$ cat src/verilog/rpw_pkg.sv
// Package of constants for the remote pulse-width receiver.
package rpw_pkg;
   // Register indexes on the byte address port.
   localparam logic [3:0] ADDR_CONTROL = 4'h0;
   localparam logic [3:0] ADDR_STATUS = 4'h1;
   localparam logic [3:0] ADDR_STATUS_CLEAR = 4'h2;
   localparam logic [3:0] ADDR_DATA_BUFFER = 4'h3;
   localparam logic [3:0] ADDR_SHIFT_REG = 4'h4;
   localparam logic [3:0] ADDR_SHIFT_COUNT = 4'h5;
   localparam logic [3:0] ADDR_LIMIT_BASE = 4'h6;
   // Limit order starting at the limit base.
   localparam int LIM_GUIDE_SHORT = 0;
   localparam int LIM_GUIDE_LONG = 1;
   localparam int LIM_LOW_SHORT = 2;
   localparam int LIM_LOW_LONG = 3;
   localparam int LIM_ZERO_SHORT = 4;
   localparam int LIM_ZERO_LONG = 5;
   localparam int LIM_ONE_SHORT = 6;
   localparam int LIM_ONE_LONG = 7;
   localparam int LIM_END_WIDTH = 8;
   localparam int LIM_COUNT = 9;
   // Control register fields and reset value.
   localparam int CTL_ENABLE = 7;
   localparam int CTL_NOISE_WIDTH = 6;
   localparam int CTL_PRESCALE = 5;
   localparam int CTL_INVERT = 4;
   localparam int CTL_SEL_HI = 1;
   localparam int CTL_SEL_LO = 0;
   localparam logic [7:0] CTL_WRITE_MASK = 8'hf3;
   localparam logic [7:0] CTL_RESET = 8'h00;
   // Status bit positions.
   localparam int ST_ERROR = 0;
   localparam int ST_GUIDE = 1;
   localparam int ST_END = 2;
   localparam int ST_FULL = 3;
   // Source divider terminal masks.
   localparam logic [7:0] DIV64_MASK = 8'h3f;
   localparam logic [7:0] DIV128_MASK = 8'h7f;
   localparam logic [7:0] DIV256_MASK = 8'hff;
   // Measurement states.
   typedef enum logic [2:0] {
      WAIT_RISE = 3'b000,
      GUIDE_HIGH = 3'b001,
      DATA_LOW = 3'b010,
      DATA_HIGH = 3'b011,
      END_WIDTH = 3'b100,
      HALTED = 3'b101
   } rx_state_t;
endpackage
$ cat src/verilog/remote_pulse_width_receiver.sv
// Remote pulse-width receiver with guide pulse, noise filter and byte buffer.
//
// The address map and strobed register access were chosen for this implementation.
`timescale 1ns/10ps
module remote_pulse_width_receiver #(
   parameter int DATA_W = 8,
   parameter int CNT_W = 8
) (
   input wire logic clk_sys,
   input wire logic rst_n,
   input wire logic serial_input_pin,
   input wire logic sub_clk,
   input wire logic [3:0] addr,
   input wire logic [7:0] wdata,
   input wire logic wr,
   input wire logic rd,
   output logic [7:0] rdata,
   output logic guide_detect_event,
   output logic error_event,
   output logic end_of_frame_event,
   output logic byte_full_event
);
   logic [7:0] control_q;
   logic [7:0] status_q;
   logic [7:0] rdata_q;
   logic [CNT_W-1:0] limit_q [rpw_pkg::LIM_COUNT];
   logic [7:0] div_q;
   logic [2:0] sub_q;
   logic half_q;
   logic src_tick;
   logic op_tick;
   logic sync_q, first_sample_q, second_sample_q, third_sample_q, filt_prev_q;
   logic filt;
   logic rise;
   logic fall;
   rpw_pkg::rx_state_t state_q;
   logic [CNT_W-1:0] width_q;
   logic [DATA_W-1:0] shift_q;
   logic [3:0] bit_count_q;
   logic [DATA_W-1:0] buffer_q;
   logic err_armed_q;
   logic guide_ev_q, err_ev_q, end_ev_q, full_ev_q;
   logic enable;
   logic shift_read;
   logic do_error;
   logic do_shift;
   logic shift_bit;

   // True when the width lies in [lo, hi).
   function automatic logic in_range(input logic [CNT_W-1:0] w, input logic [CNT_W-1:0] lo,
                                     input logic [CNT_W-1:0] hi);
      in_range = (w >= lo) && (w < hi);
   endfunction

   assign enable = control_q[rpw_pkg::CTL_ENABLE];
   assign shift_read = rd && (addr == rpw_pkg::ADDR_SHIFT_REG);

   // Control register; reserved bits 2 and 3 are forced to zero.
   always_ff @(posedge clk_sys) begin
      if (!rst_n) begin
         control_q <= rpw_pkg::CTL_RESET;
      end else if (wr && addr == rpw_pkg::ADDR_CONTROL) begin
         control_q <= wdata & rpw_pkg::CTL_WRITE_MASK;
      end
   end

   // Limit registers; software only changes them while disabled.
   always_ff @(posedge clk_sys) begin
      if (!rst_n) begin
         for (int i = 0; i < rpw_pkg::LIM_COUNT; i++) begin
            limit_q[i] <= '0;
         end
      end else if (wr && addr >= rpw_pkg::ADDR_LIMIT_BASE &&
                   addr < rpw_pkg::ADDR_LIMIT_BASE + 4'(rpw_pkg::LIM_COUNT)) begin
         limit_q[addr - rpw_pkg::ADDR_LIMIT_BASE] <= wdata[CNT_W-1:0];
      end
   end

   // Peripheral divider and subclock edge detector give the source tick.
   always_ff @(posedge clk_sys) begin
      if (!rst_n) begin
         div_q <= 8'h00;
         sub_q <= 3'h0;
      end else begin
         div_q <= div_q + 8'h01;
         sub_q <= {sub_q[1:0], sub_clk};
      end
   end

   // Source clock select.
   always_comb begin
      case ({control_q[rpw_pkg::CTL_SEL_HI], control_q[rpw_pkg::CTL_SEL_LO]})
         2'b00: src_tick = (div_q & rpw_pkg::DIV64_MASK) == rpw_pkg::DIV64_MASK;
         2'b01: src_tick = (div_q & rpw_pkg::DIV128_MASK) == rpw_pkg::DIV128_MASK;
         2'b10: src_tick = div_q == rpw_pkg::DIV256_MASK;
         default: src_tick = sub_q[1] && !sub_q[2];
      endcase
   end

   // Optional halving of the source tick into the operating tick.
   always_ff @(posedge clk_sys) begin
      if (!rst_n || !enable) begin
         half_q <= 1'b0;
      end else if (src_tick) begin
         half_q <= !half_q;
      end
   end
   assign op_tick = src_tick && (!control_q[rpw_pkg::CTL_PRESCALE] || half_q);

   // Noise filter on the operating tick: sync, then confirming samples.
   always_ff @(posedge clk_sys) begin
      if (!rst_n || !enable) begin
         sync_q <= 1'b0;
         first_sample_q <= 1'b0;
         second_sample_q <= 1'b0;
         third_sample_q <= 1'b0;
         filt_prev_q <= 1'b0;
      end else if (op_tick) begin
         sync_q <= serial_input_pin ^ control_q[rpw_pkg::CTL_INVERT];
         first_sample_q <= sync_q;
         if (sync_q == first_sample_q) begin
            second_sample_q <= first_sample_q;
         end
         if (sync_q == second_sample_q) begin
            third_sample_q <= second_sample_q;
         end
         filt_prev_q <= filt;
      end
   end
   assign filt = control_q[rpw_pkg::CTL_NOISE_WIDTH] ? third_sample_q : second_sample_q;
   assign rise = op_tick && filt && !filt_prev_q;
   assign fall = op_tick && !filt && filt_prev_q;

   // Error decision per state; suppressed until a guide has been seen.
   always_comb begin
      do_error = 1'b0;
      do_shift = 1'b0;
      shift_bit = 1'b0;
      case (state_q)
         rpw_pkg::DATA_LOW: begin
            do_error = rise && width_q < limit_q[rpw_pkg::LIM_LOW_SHORT];
         end
         rpw_pkg::DATA_HIGH: begin
            if (fall) begin
               if (in_range(width_q, limit_q[rpw_pkg::LIM_ZERO_SHORT],
                            limit_q[rpw_pkg::LIM_ZERO_LONG])) begin
                  do_shift = 1'b1;
               end else if (in_range(width_q, limit_q[rpw_pkg::LIM_ONE_SHORT],
                                     limit_q[rpw_pkg::LIM_ONE_LONG])) begin
                  do_shift = 1'b1;
                  shift_bit = 1'b1;
               end else begin
                  do_error = 1'b1;
               end
            end else if (op_tick && filt && width_q >= limit_q[rpw_pkg::LIM_ONE_LONG]) begin
               do_error = 1'b1;
            end
         end
         rpw_pkg::END_WIDTH: begin
            do_error = rise && width_q < limit_q[rpw_pkg::LIM_END_WIDTH];
         end
         default: begin
            do_error = 1'b0;
         end
      endcase
   end

   // Measurement state machine and width counter.
   always_ff @(posedge clk_sys) begin
      if (!rst_n || !enable) begin
         state_q <= rpw_pkg::WAIT_RISE;
         width_q <= '0;
      end else begin
         if (op_tick && width_q != '1) begin
            width_q <= width_q + 1'b1;
         end
         case (state_q)
            rpw_pkg::WAIT_RISE: begin
               if (rise) begin
                  state_q <= rpw_pkg::GUIDE_HIGH;
                  width_q <= '0;
               end
            end
            rpw_pkg::GUIDE_HIGH: begin
               if (fall) begin
                  width_q <= '0;
                  if (in_range(width_q, limit_q[rpw_pkg::LIM_GUIDE_SHORT],
                               limit_q[rpw_pkg::LIM_GUIDE_LONG])) begin
                     state_q <= rpw_pkg::DATA_LOW;
                  end else begin
                     state_q <= rpw_pkg::WAIT_RISE;
                  end
               end
            end
            rpw_pkg::DATA_LOW: begin
               if (rise) begin
                  width_q <= '0;
                  state_q <= do_error ? rpw_pkg::GUIDE_HIGH : rpw_pkg::DATA_HIGH;
               end else if (op_tick && width_q >= limit_q[rpw_pkg::LIM_LOW_LONG]) begin
                  width_q <= '0;
                  state_q <= rpw_pkg::END_WIDTH;
               end
            end
            rpw_pkg::DATA_HIGH: begin
               if (do_shift) begin
                  width_q <= '0;
                  state_q <= rpw_pkg::DATA_LOW;
               end else if (do_error) begin
                  state_q <= rpw_pkg::WAIT_RISE;
               end
            end
            rpw_pkg::END_WIDTH: begin
               if (rise) begin
                  width_q <= '0;
                  state_q <= rpw_pkg::GUIDE_HIGH;
               end else if (op_tick && width_q >= limit_q[rpw_pkg::LIM_END_WIDTH]) begin
                  state_q <= rpw_pkg::HALTED;
               end
            end
            rpw_pkg::HALTED: begin
               if (shift_read) begin
                  state_q <= rpw_pkg::WAIT_RISE;
               end
            end
            default: begin
               state_q <= rpw_pkg::WAIT_RISE;
            end
         endcase
      end
   end

   // Error arming: set by a guide, spent by one error.
   always_ff @(posedge clk_sys) begin
      if (!rst_n || !enable) begin
         err_armed_q <= 1'b0;
      end else if (state_q == rpw_pkg::GUIDE_HIGH && fall && in_range(width_q,
                   limit_q[rpw_pkg::LIM_GUIDE_SHORT], limit_q[rpw_pkg::LIM_GUIDE_LONG])) begin
         err_armed_q <= 1'b1;
      end else if (do_error) begin
         err_armed_q <= 1'b0;
      end
   end

   // Event pulses, one cycle each.
   always_ff @(posedge clk_sys) begin
      if (!rst_n || !enable) begin
         guide_ev_q <= 1'b0;
         err_ev_q <= 1'b0;
         end_ev_q <= 1'b0;
         full_ev_q <= 1'b0;
      end else begin
         guide_ev_q <= state_q == rpw_pkg::GUIDE_HIGH && fall && in_range(width_q,
                       limit_q[rpw_pkg::LIM_GUIDE_SHORT], limit_q[rpw_pkg::LIM_GUIDE_LONG]);
         err_ev_q <= do_error && err_armed_q;
         end_ev_q <= state_q == rpw_pkg::END_WIDTH && !rise && op_tick &&
                     width_q >= limit_q[rpw_pkg::LIM_END_WIDTH];
         full_ev_q <= do_shift && bit_count_q == 4'(DATA_W - 1);
      end
   end

   // Shift register, bit counter and data buffer.
   always_ff @(posedge clk_sys) begin
      if (!rst_n || !enable) begin
         shift_q <= '0;
         bit_count_q <= 4'h0;
         buffer_q <= '0;
      end else if (do_error) begin
         shift_q <= '0;
         bit_count_q <= 4'h0;
      end else if (do_shift) begin
         if (bit_count_q == 4'(DATA_W - 1)) begin
            buffer_q <= {shift_bit, shift_q[DATA_W-1:1]};
            shift_q <= '0;
            bit_count_q <= 4'h0;
         end else begin
            shift_q <= {shift_bit, shift_q[DATA_W-1:1]};
            bit_count_q <= bit_count_q + 4'h1;
         end
      end else if (shift_read) begin
         shift_q <= '0;
         bit_count_q <= 4'h0;
      end
   end

   // Sticky status bits; a new event wins over a write-one clear.
   always_ff @(posedge clk_sys) begin
      if (!rst_n) begin
         status_q <= 8'h00;
      end else begin
         status_q <= (status_q & ~((wr && addr == rpw_pkg::ADDR_STATUS_CLEAR) ? wdata : 8'h00))
                     | {4'h0, full_ev_q, end_ev_q, guide_ev_q, err_ev_q};
      end
   end

   // Read data, valid in the cycle after the read strobe only.
   always_ff @(posedge clk_sys) begin
      if (!rst_n || !rd) begin
         rdata_q <= 8'h00;
      end else begin
         case (addr)
            rpw_pkg::ADDR_CONTROL: rdata_q <= control_q;
            rpw_pkg::ADDR_STATUS: rdata_q <= status_q;
            rpw_pkg::ADDR_DATA_BUFFER: rdata_q <= 8'(buffer_q);
            rpw_pkg::ADDR_SHIFT_REG: rdata_q <= 8'(shift_q);
            rpw_pkg::ADDR_SHIFT_COUNT: rdata_q <= {4'h0, bit_count_q};
            default: begin
               if (addr >= rpw_pkg::ADDR_LIMIT_BASE &&
                   addr < rpw_pkg::ADDR_LIMIT_BASE + 4'(rpw_pkg::LIM_COUNT)) begin
                  rdata_q <= 8'(limit_q[addr - rpw_pkg::ADDR_LIMIT_BASE]);
               end else begin
                  rdata_q <= 8'h00;
               end
            end
         endcase
      end
   end

   assign rdata = rdata_q;
   assign guide_detect_event = guide_ev_q;
   assign error_event = err_ev_q;
   assign end_of_frame_event = end_ev_q;
   assign byte_full_event = full_ev_q;
endmodule

$ cat config.mk
export PLATFORM = sky130hd
export DESIGN_NAME = remote_pulse_width_receiver
export DESIGN_NICKNAME = d
export VERILOG_FILES = /design/src/verilog/rpw_pkg.sv /design/src/verilog/remote_pulse_width_receiver.sv
export SDC_FILE = /design/constraint.sdc
export NUM_CORES = 1
export LEC_CHECK = 0
export ABC_CLOCK_PERIOD_IN_PS = 3600
export BUFFER_PORTS_ARGS = -buffer_cell sky130_fd_sc_hd__buf_2
export CAP_MARGIN = 20
export CORE_AREA = 8 8 128 178
export CTS_CLUSTER_DIAMETER = 120
export DETAILED_ROUTE_END_ITERATION = 16
export DIE_AREA = 0 0 136 186
export GPL_TIMING_DRIVEN = 0
export MAX_ROUTING_LAYER = met4
export PLACE_DENSITY = 0.72
export SLEW_MARGIN = 25
export SYNTH_ARGS = -nofsm -noshare
export SYNTH_HDL_FRONTEND = slang
export SYNTH_SLANG_ARGS = --single-unit
$ cat constraint.sdc
create_clock -name clk_sys -period 3.6 [get_ports clk_sys]
set_clock_uncertainty 0.15 [all_clocks]
set_input_delay 0.18 -clock clk_sys [delete_from_list [all_inputs] [get_ports clk_sys]]
set_output_delay 0.18 -clock clk_sys [all_outputs]
set_load 0.01 [all_outputs]
== Yosys cells after proc, flatten, opt, wreduce, memory -nomap -nowiden ==
Memory sizes are Yosys's and may differ from the RTL's.
Cells that the tools add are included.

* Reductions and logical operators: 52
* Add/subtract/negate cells: 4
* $lt $le $gt $ge: 13
* Equal/unequal tests: 25
* Bitwise operators: 5
* Multiplexer cells: 51

{| class="wikitable"
|+ Operators with widths
! kind !! count
|-
| two-way mux 8 bit || 12
|-
| greater-or-equal comparator 8 bit || 6
|-
| < comparator 8 bit || 5
|-
| case mux 8 bit (5 select lines) || 1
|-
| case mux 8 bit (4 select lines) || 1
|-
| logical AND 1 bit || 28
|-
| two-way mux 3 bit || 9
|-
| two-way mux 1 bit || 19
|-
| case mux 3 bit (6 select lines) || 1
|-
| adder 8 x 1 -> 8 bit (second input constant) || 2
|-
| two-way mux 4 bit || 4
|-
| equality test 4 x 3 -> 1 bit (second input constant) || 3
|-
| zero test 1 bit || 9
|-
| != test 3 bit (second input constant) || 3
|-
| AND 8 bit || 1
|-
| equality test 4 x 2 -> 1 bit (second input constant) || 2
|-
| equality test 8 bit (second input constant) || 1
|-
| != test 8 bit (second input constant) || 1
|-
| inverter 8 bit || 1
|-
| OR 8 x 4 -> 8 bit || 1
|-
| OR reduction 8 bit || 1
|-
| equality test 7 bit (second input constant) || 1
|-
| equality test 3 x 2 -> 1 bit (second input constant) || 2
|-
| equality test 3 bit (second input constant) || 2
|-
| 24 further kinds || 34
|}

* Memory bits (writable): 72
* Memories kept: 1
* Register bits: 75

{| class="wikitable"
|+ Memory list
! memory !! depth !! bits a word !! rd ports !! clocked after memory_dff !! wr ports !! line !! text
|-
| limit_q || 9 || 8 || 10 || 0 || 9 || remote_pulse_width_receiver.sv:26 || <nowiki>logic [CNT_W-1:0] limit_q [rpw_pkg::LIM_COUNT];</nowiki>
|}

== Depth between registers and ports, before layout ==
* Depth in word-level cells: 12
* Mapped depth: 10
* Depth with buffers taken out: 9

== Least setup slack after synthesis ==
Ideal clock, no wire load.

* Path type: register -> register
* Start: register width_q[0]
* End: register shift_q[5]
* Path buffers: 1
* Period minus slack after synthesis: 2668 ps
* Arrival time: 2433 ps
* Cell stages (with the launch flop): 11
* Slack: 932 ps
* Path through: dfxtp_1 > inv_1 > ha_1 > nand2b_1 > a211oi_1 > or3_1 > a211o_1 > o21ai_1 > clkbuf_1 > nand4_1 > a211oi_1

* Word-level cells in the longest chain between the ends: 7
* Elaborated cells on any way between the ends: 24
* Those cells by class: order compare: 7; mux: 10; reduce/logical: 7

{| class="wikitable"
|+ Ends and longest elaborated chain
! item !! line !! text
|-
| from (decl) || remote_pulse_width_receiver.sv:37 || <nowiki>logic [CNT_W-1:0] width_q;</nowiki>
|-
| from (signal assigned) || remote_pulse_width_receiver.sv:175 || <nowiki>width_q <= width_q + 1'b1;</nowiki>
|-
| greater-or-equal comparator 8 bit / < comparator 8 bit (equally long branches) || remote_pulse_width_receiver.sv:52 || <nowiki>in_range = (w >= lo) && (w < hi);</nowiki>
|-
| logical AND 1 bit || remote_pulse_width_receiver.sv:52 ||
|-
| two-way mux 1 bit || remote_pulse_width_receiver.sv:148 || <nowiki>end else if (in_range(width_q, limit_q[rpw_pkg::LIM_ONE_SHORT],</nowiki>
|-
| two-way mux 1 bit || remote_pulse_width_receiver.sv:145 || <nowiki>if (in_range(width_q, limit_q[rpw_pkg::LIM_ZERO_SHORT],</nowiki>
|-
| two-way mux 1 bit || remote_pulse_width_receiver.sv:144 || <nowiki>if (fall) begin</nowiki>
|-
| case mux 1 bit (3 select lines) / two-way mux 1 bit (equally long branches) || remote_pulse_width_receiver.sv:139 || <nowiki>case (state_q)</nowiki>
|-
| OR reduction 2 bit (no source line) (tied with other cells) || - ||
|-
| to (signal assigned) || remote_pulse_width_receiver.sv:276 || <nowiki>shift_q <= {shift_bit, shift_q[DATA_W-1:1]};</nowiki>
|-
| to (decl) || remote_pulse_width_receiver.sv:38 || <nowiki>logic [DATA_W-1:0] shift_q;</nowiki>
|}

Parallel ways exist; a longest one is shown, timed or not.
A chain may end at the register's enable or synchronous reset.

== Worst setup path after layout ==
* Start: register width_q[7]
* End: register shift_q[2]

Same word-level chain as after synthesis.

==> results_dict.tcl <==
set metrics [dict create \
    grt_overflow 0 \
    crit_type "register to register" \
    setup_viol 0 \
    layout_common_cells "edfxtp_1, and2_1, ha_1" \
    synth-simple-area-share_pct 15.4 \
    crit_arrival_ns 3.66 \
    antenna_found_initial 0 \
    synthXorXnorAreaFrac_pct 1.37 \
    io_buffers 27 \
    grt_pass1_wl_um 44900 \
    first_pass_iters 5 \
    hpwlAfterDp_um 22100 \
    worstMarginPinSlew_ns 0.961 \
    synth-compound-area-share_pct 11.5 \
    first_global_vias 7823 \
    synth-warning-count 0 \
    syn-cell-area_mm2 0.0108 \
    routed_wl_um 29500 \
    reg2reg_depth 8 \
    cts_buffers 20 \
    routedWlPerCell_um 23.1 \
    cp.buffers_inverters 1 \
    relSlewSlack_pct 35.9 \
    holdWs_ns 0.0469 \
    seq_power_share_pct 50.3 \
    cp_cell_sequence "ha_1 > and4_1 > a221o_1 > a21oi_1 > o21a_1 > clkbuf_1 > o211ai_1 > a211oi_1" \
    clk_path_buf_depth 3 \
    grt_setup_unrepaired "false" \
    die_width_um 136 \
    drive_above_1_share_pct 12.1 \
    io_pins 30 \
    fin_tns_setup_ns 0 \
    cpLargestDelayFamily "compound AO/OA/AOI/OAI gates" \
    drtAntennaViolNets 0 \
    required_ns 3.87 \
    slew_viol_final 0 \
    critPathSlowestCell "dfxtp_1" \
    slowest_delay_ns 0.69 \
    combPwrFrac_pct 7.7 \
    place.gp.congestion 0.934 \
    nNetsFinal 1097 \
    hold_path_class "input port to register" \
    avgSynthCellArea_um2 11.4 \
    post_synth_mux_area_share_pct 9.82 \
    path_clk_slew_ns 0.07 \
    vias 7886 \
    track_usage_pct 24.1 \
    p_sw_w 0.00117 \
    cap_violations 0 \
    start_util_pct 53.7 \
    drc 0 \
    ir_worst_vdd_mv 0.305 \
    whs_path_depth 3 \
    synthArstFlopShare_pct 0 \
    synth_edf_count 128 \
    fp-row-count 62 \
    start_kind "register" \
    synth-seq-area-share_pct 49.4 \
    r2r_slack_ns 0.21 \
    synth_ff_type "edfxtp_1" \
    layout_commonest_cell "edfxtp_1" \
    crit_path_max_fanout 11 \
    cts_tree "yes" \
    die_area_mm2 0.0253 \
    grt_max_degree 18 \
    p_per_area_mw_per_mm2 423 \
    max_freq_mhz 295 \
    post_cts_buffers 0 \
    via_per_inst 6.18 \
    clock_latency_ns 0.51 \
    area.growth.synth_to_final_pct 11.7 \
    synth_top_family_by_area "simple AND/OR/NAND/NOR gates" \
    syn_nets 1038 \
    synth_adder_area_share_pct 8.43 \
    die_height_um 186 \
    leakage_nw 4.60 \
    syn-instance-count 947 \
    hold_viol 0 \
    htreeDepth 1 \
    ys_seq_elements 203 \
    drtIter0Drc 615 \
    clock-sinks 203 \
    switching_share_pct 22.9 \
    synth_cell_types 64 \
    clock_power_share_pct 41.9 \
    status "finished, final reports clean" \
    core_area_mm2 0.0202 \
    cts_root_buf "clkbuf_16" \
    fin_crit_ns 3.39 \
    antennaDiodeCount 0 \
    cp-end-kind "register" \
    internal_power_w 0.00394 \
    period_share_pct 94.2 \
    crit_cells 8 \
]
## power groups by stage
stage	combinational (W)	clock (W)	sequential, W
global route	0.000425	0.00225	0.00258
CTS	0.000392	0.00217	0.00257
finish	0.000395	0.00215	0.00258
global placement	0.000372	0	0.00262
floorplan	0.000244	0	0.00261
detailed placement	0.000381	0	0.00263
## worst paths after layout
kind                from          end
min reg2reg  status_q[7]  status_q[7]
min                   rd     rdata[3]
max           width_q[7]   shift_q[2]
max reg2reg   width_q[7]   shift_q[2]
## per-stage QoR
step           instance area (µm²)  total power (W)  instances  utilization, %  worst slack (ns)
2_1_floorplan                10800          0.00285        947               -             0.932
3_3_place_gp                 11300          0.00299       1230            56.0            -0.187
3_5_place_dp                 11300          0.00301       1230            56.0            -0.288
4_1_cts                      12100          0.00513       1276            59.9             0.164
5_1_grt                      12100          0.00525       1276            60.0            0.0168
6_report                     12100          0.00512       1276            60.0             0.208
## cells in the mapped netlist (all sizes together), types with 4 or more instances
library cell	number	area, µm²
mux4	41	923
o21a	4	30.0
nand2	34	128
clkbuf	35	131
a21oi	54	270
and2	86	538
o21ai	33	165
edfxtp	128	3840
dfxtp	75	1500
o31ai	9	72.6
mux2i	14	140
or4	4	30.0
nand4	23	144
nor3	17	90.1
a31oi	5	31.3
buf	12	55.1
xor2	7	61.3
nand3	20	118
nand2b	16	100
and3	6	37.5
a22o	5	43.8
nor4	4	25.0
or3	4	25.0
o211ai	15	113
nor2	43	161
inv	69	259
a211oi	28	210
nor2b	27	169
xnor2	10	87.6
ha	73	913
a211o	5	43.8
## worst reg2reg max path, cell delays in order (launching register included)
cell	delay [ns]
dfxtp_1	0.69
ha_1	0.35
and4_1	0.20
a221o_1	0.34
a21oi_1	0.41
o21a_1	0.30
clkbuf_1	0.42
o211ai_1	0.17
a211oi_1	0.27
## flip-flops by register name, summed over array words and instances (netlist names), 3 cells and up
signal	flops
buffer_q	8
div_q	8
rdata	8
limit_q	128
sub_q	3
shift_q	8
control_q	6
bit_count_q	4
status_q	8
state_q	3
width_q	8
## kinds of logic after synthesis
logic type,count (synthesis)
AND/OR/NAND/NOR,296
buffers and inverters,116
XOR/XNOR,17
flip-flops,203
multiplexers,55
AO/OA/AOI/OAI,187
adder cells (fa/ha/maj),73
## timing repair
action	CTS	global route
hold buffers	10	0
resized for setup	0	8
endpoints found under the hold margin	63	0
setup endpoints to repair	0	27
## metal layers
layer	track usage, %	part of all wire, %	routed length (µm)	up-vias
li1	-	-	-	3652
met4	13.6	5.8	1700	0
met2	40.6	51	14900	317
met1	27.1	38	11100	3836
met3	3.46	6.0	1770	81
met5	-	0	0	-
## area by class of cell
class,count,area [µm²]
buffer,47,186
clock buffer,27,567
clock inverter,9,108
fill,1652,8070
inverter,69,259
multi-input combinational,628,5070
sequential,203,5350
tap,256,320
timing repair buffer,37,235
(Power assumes the default switching activity.)
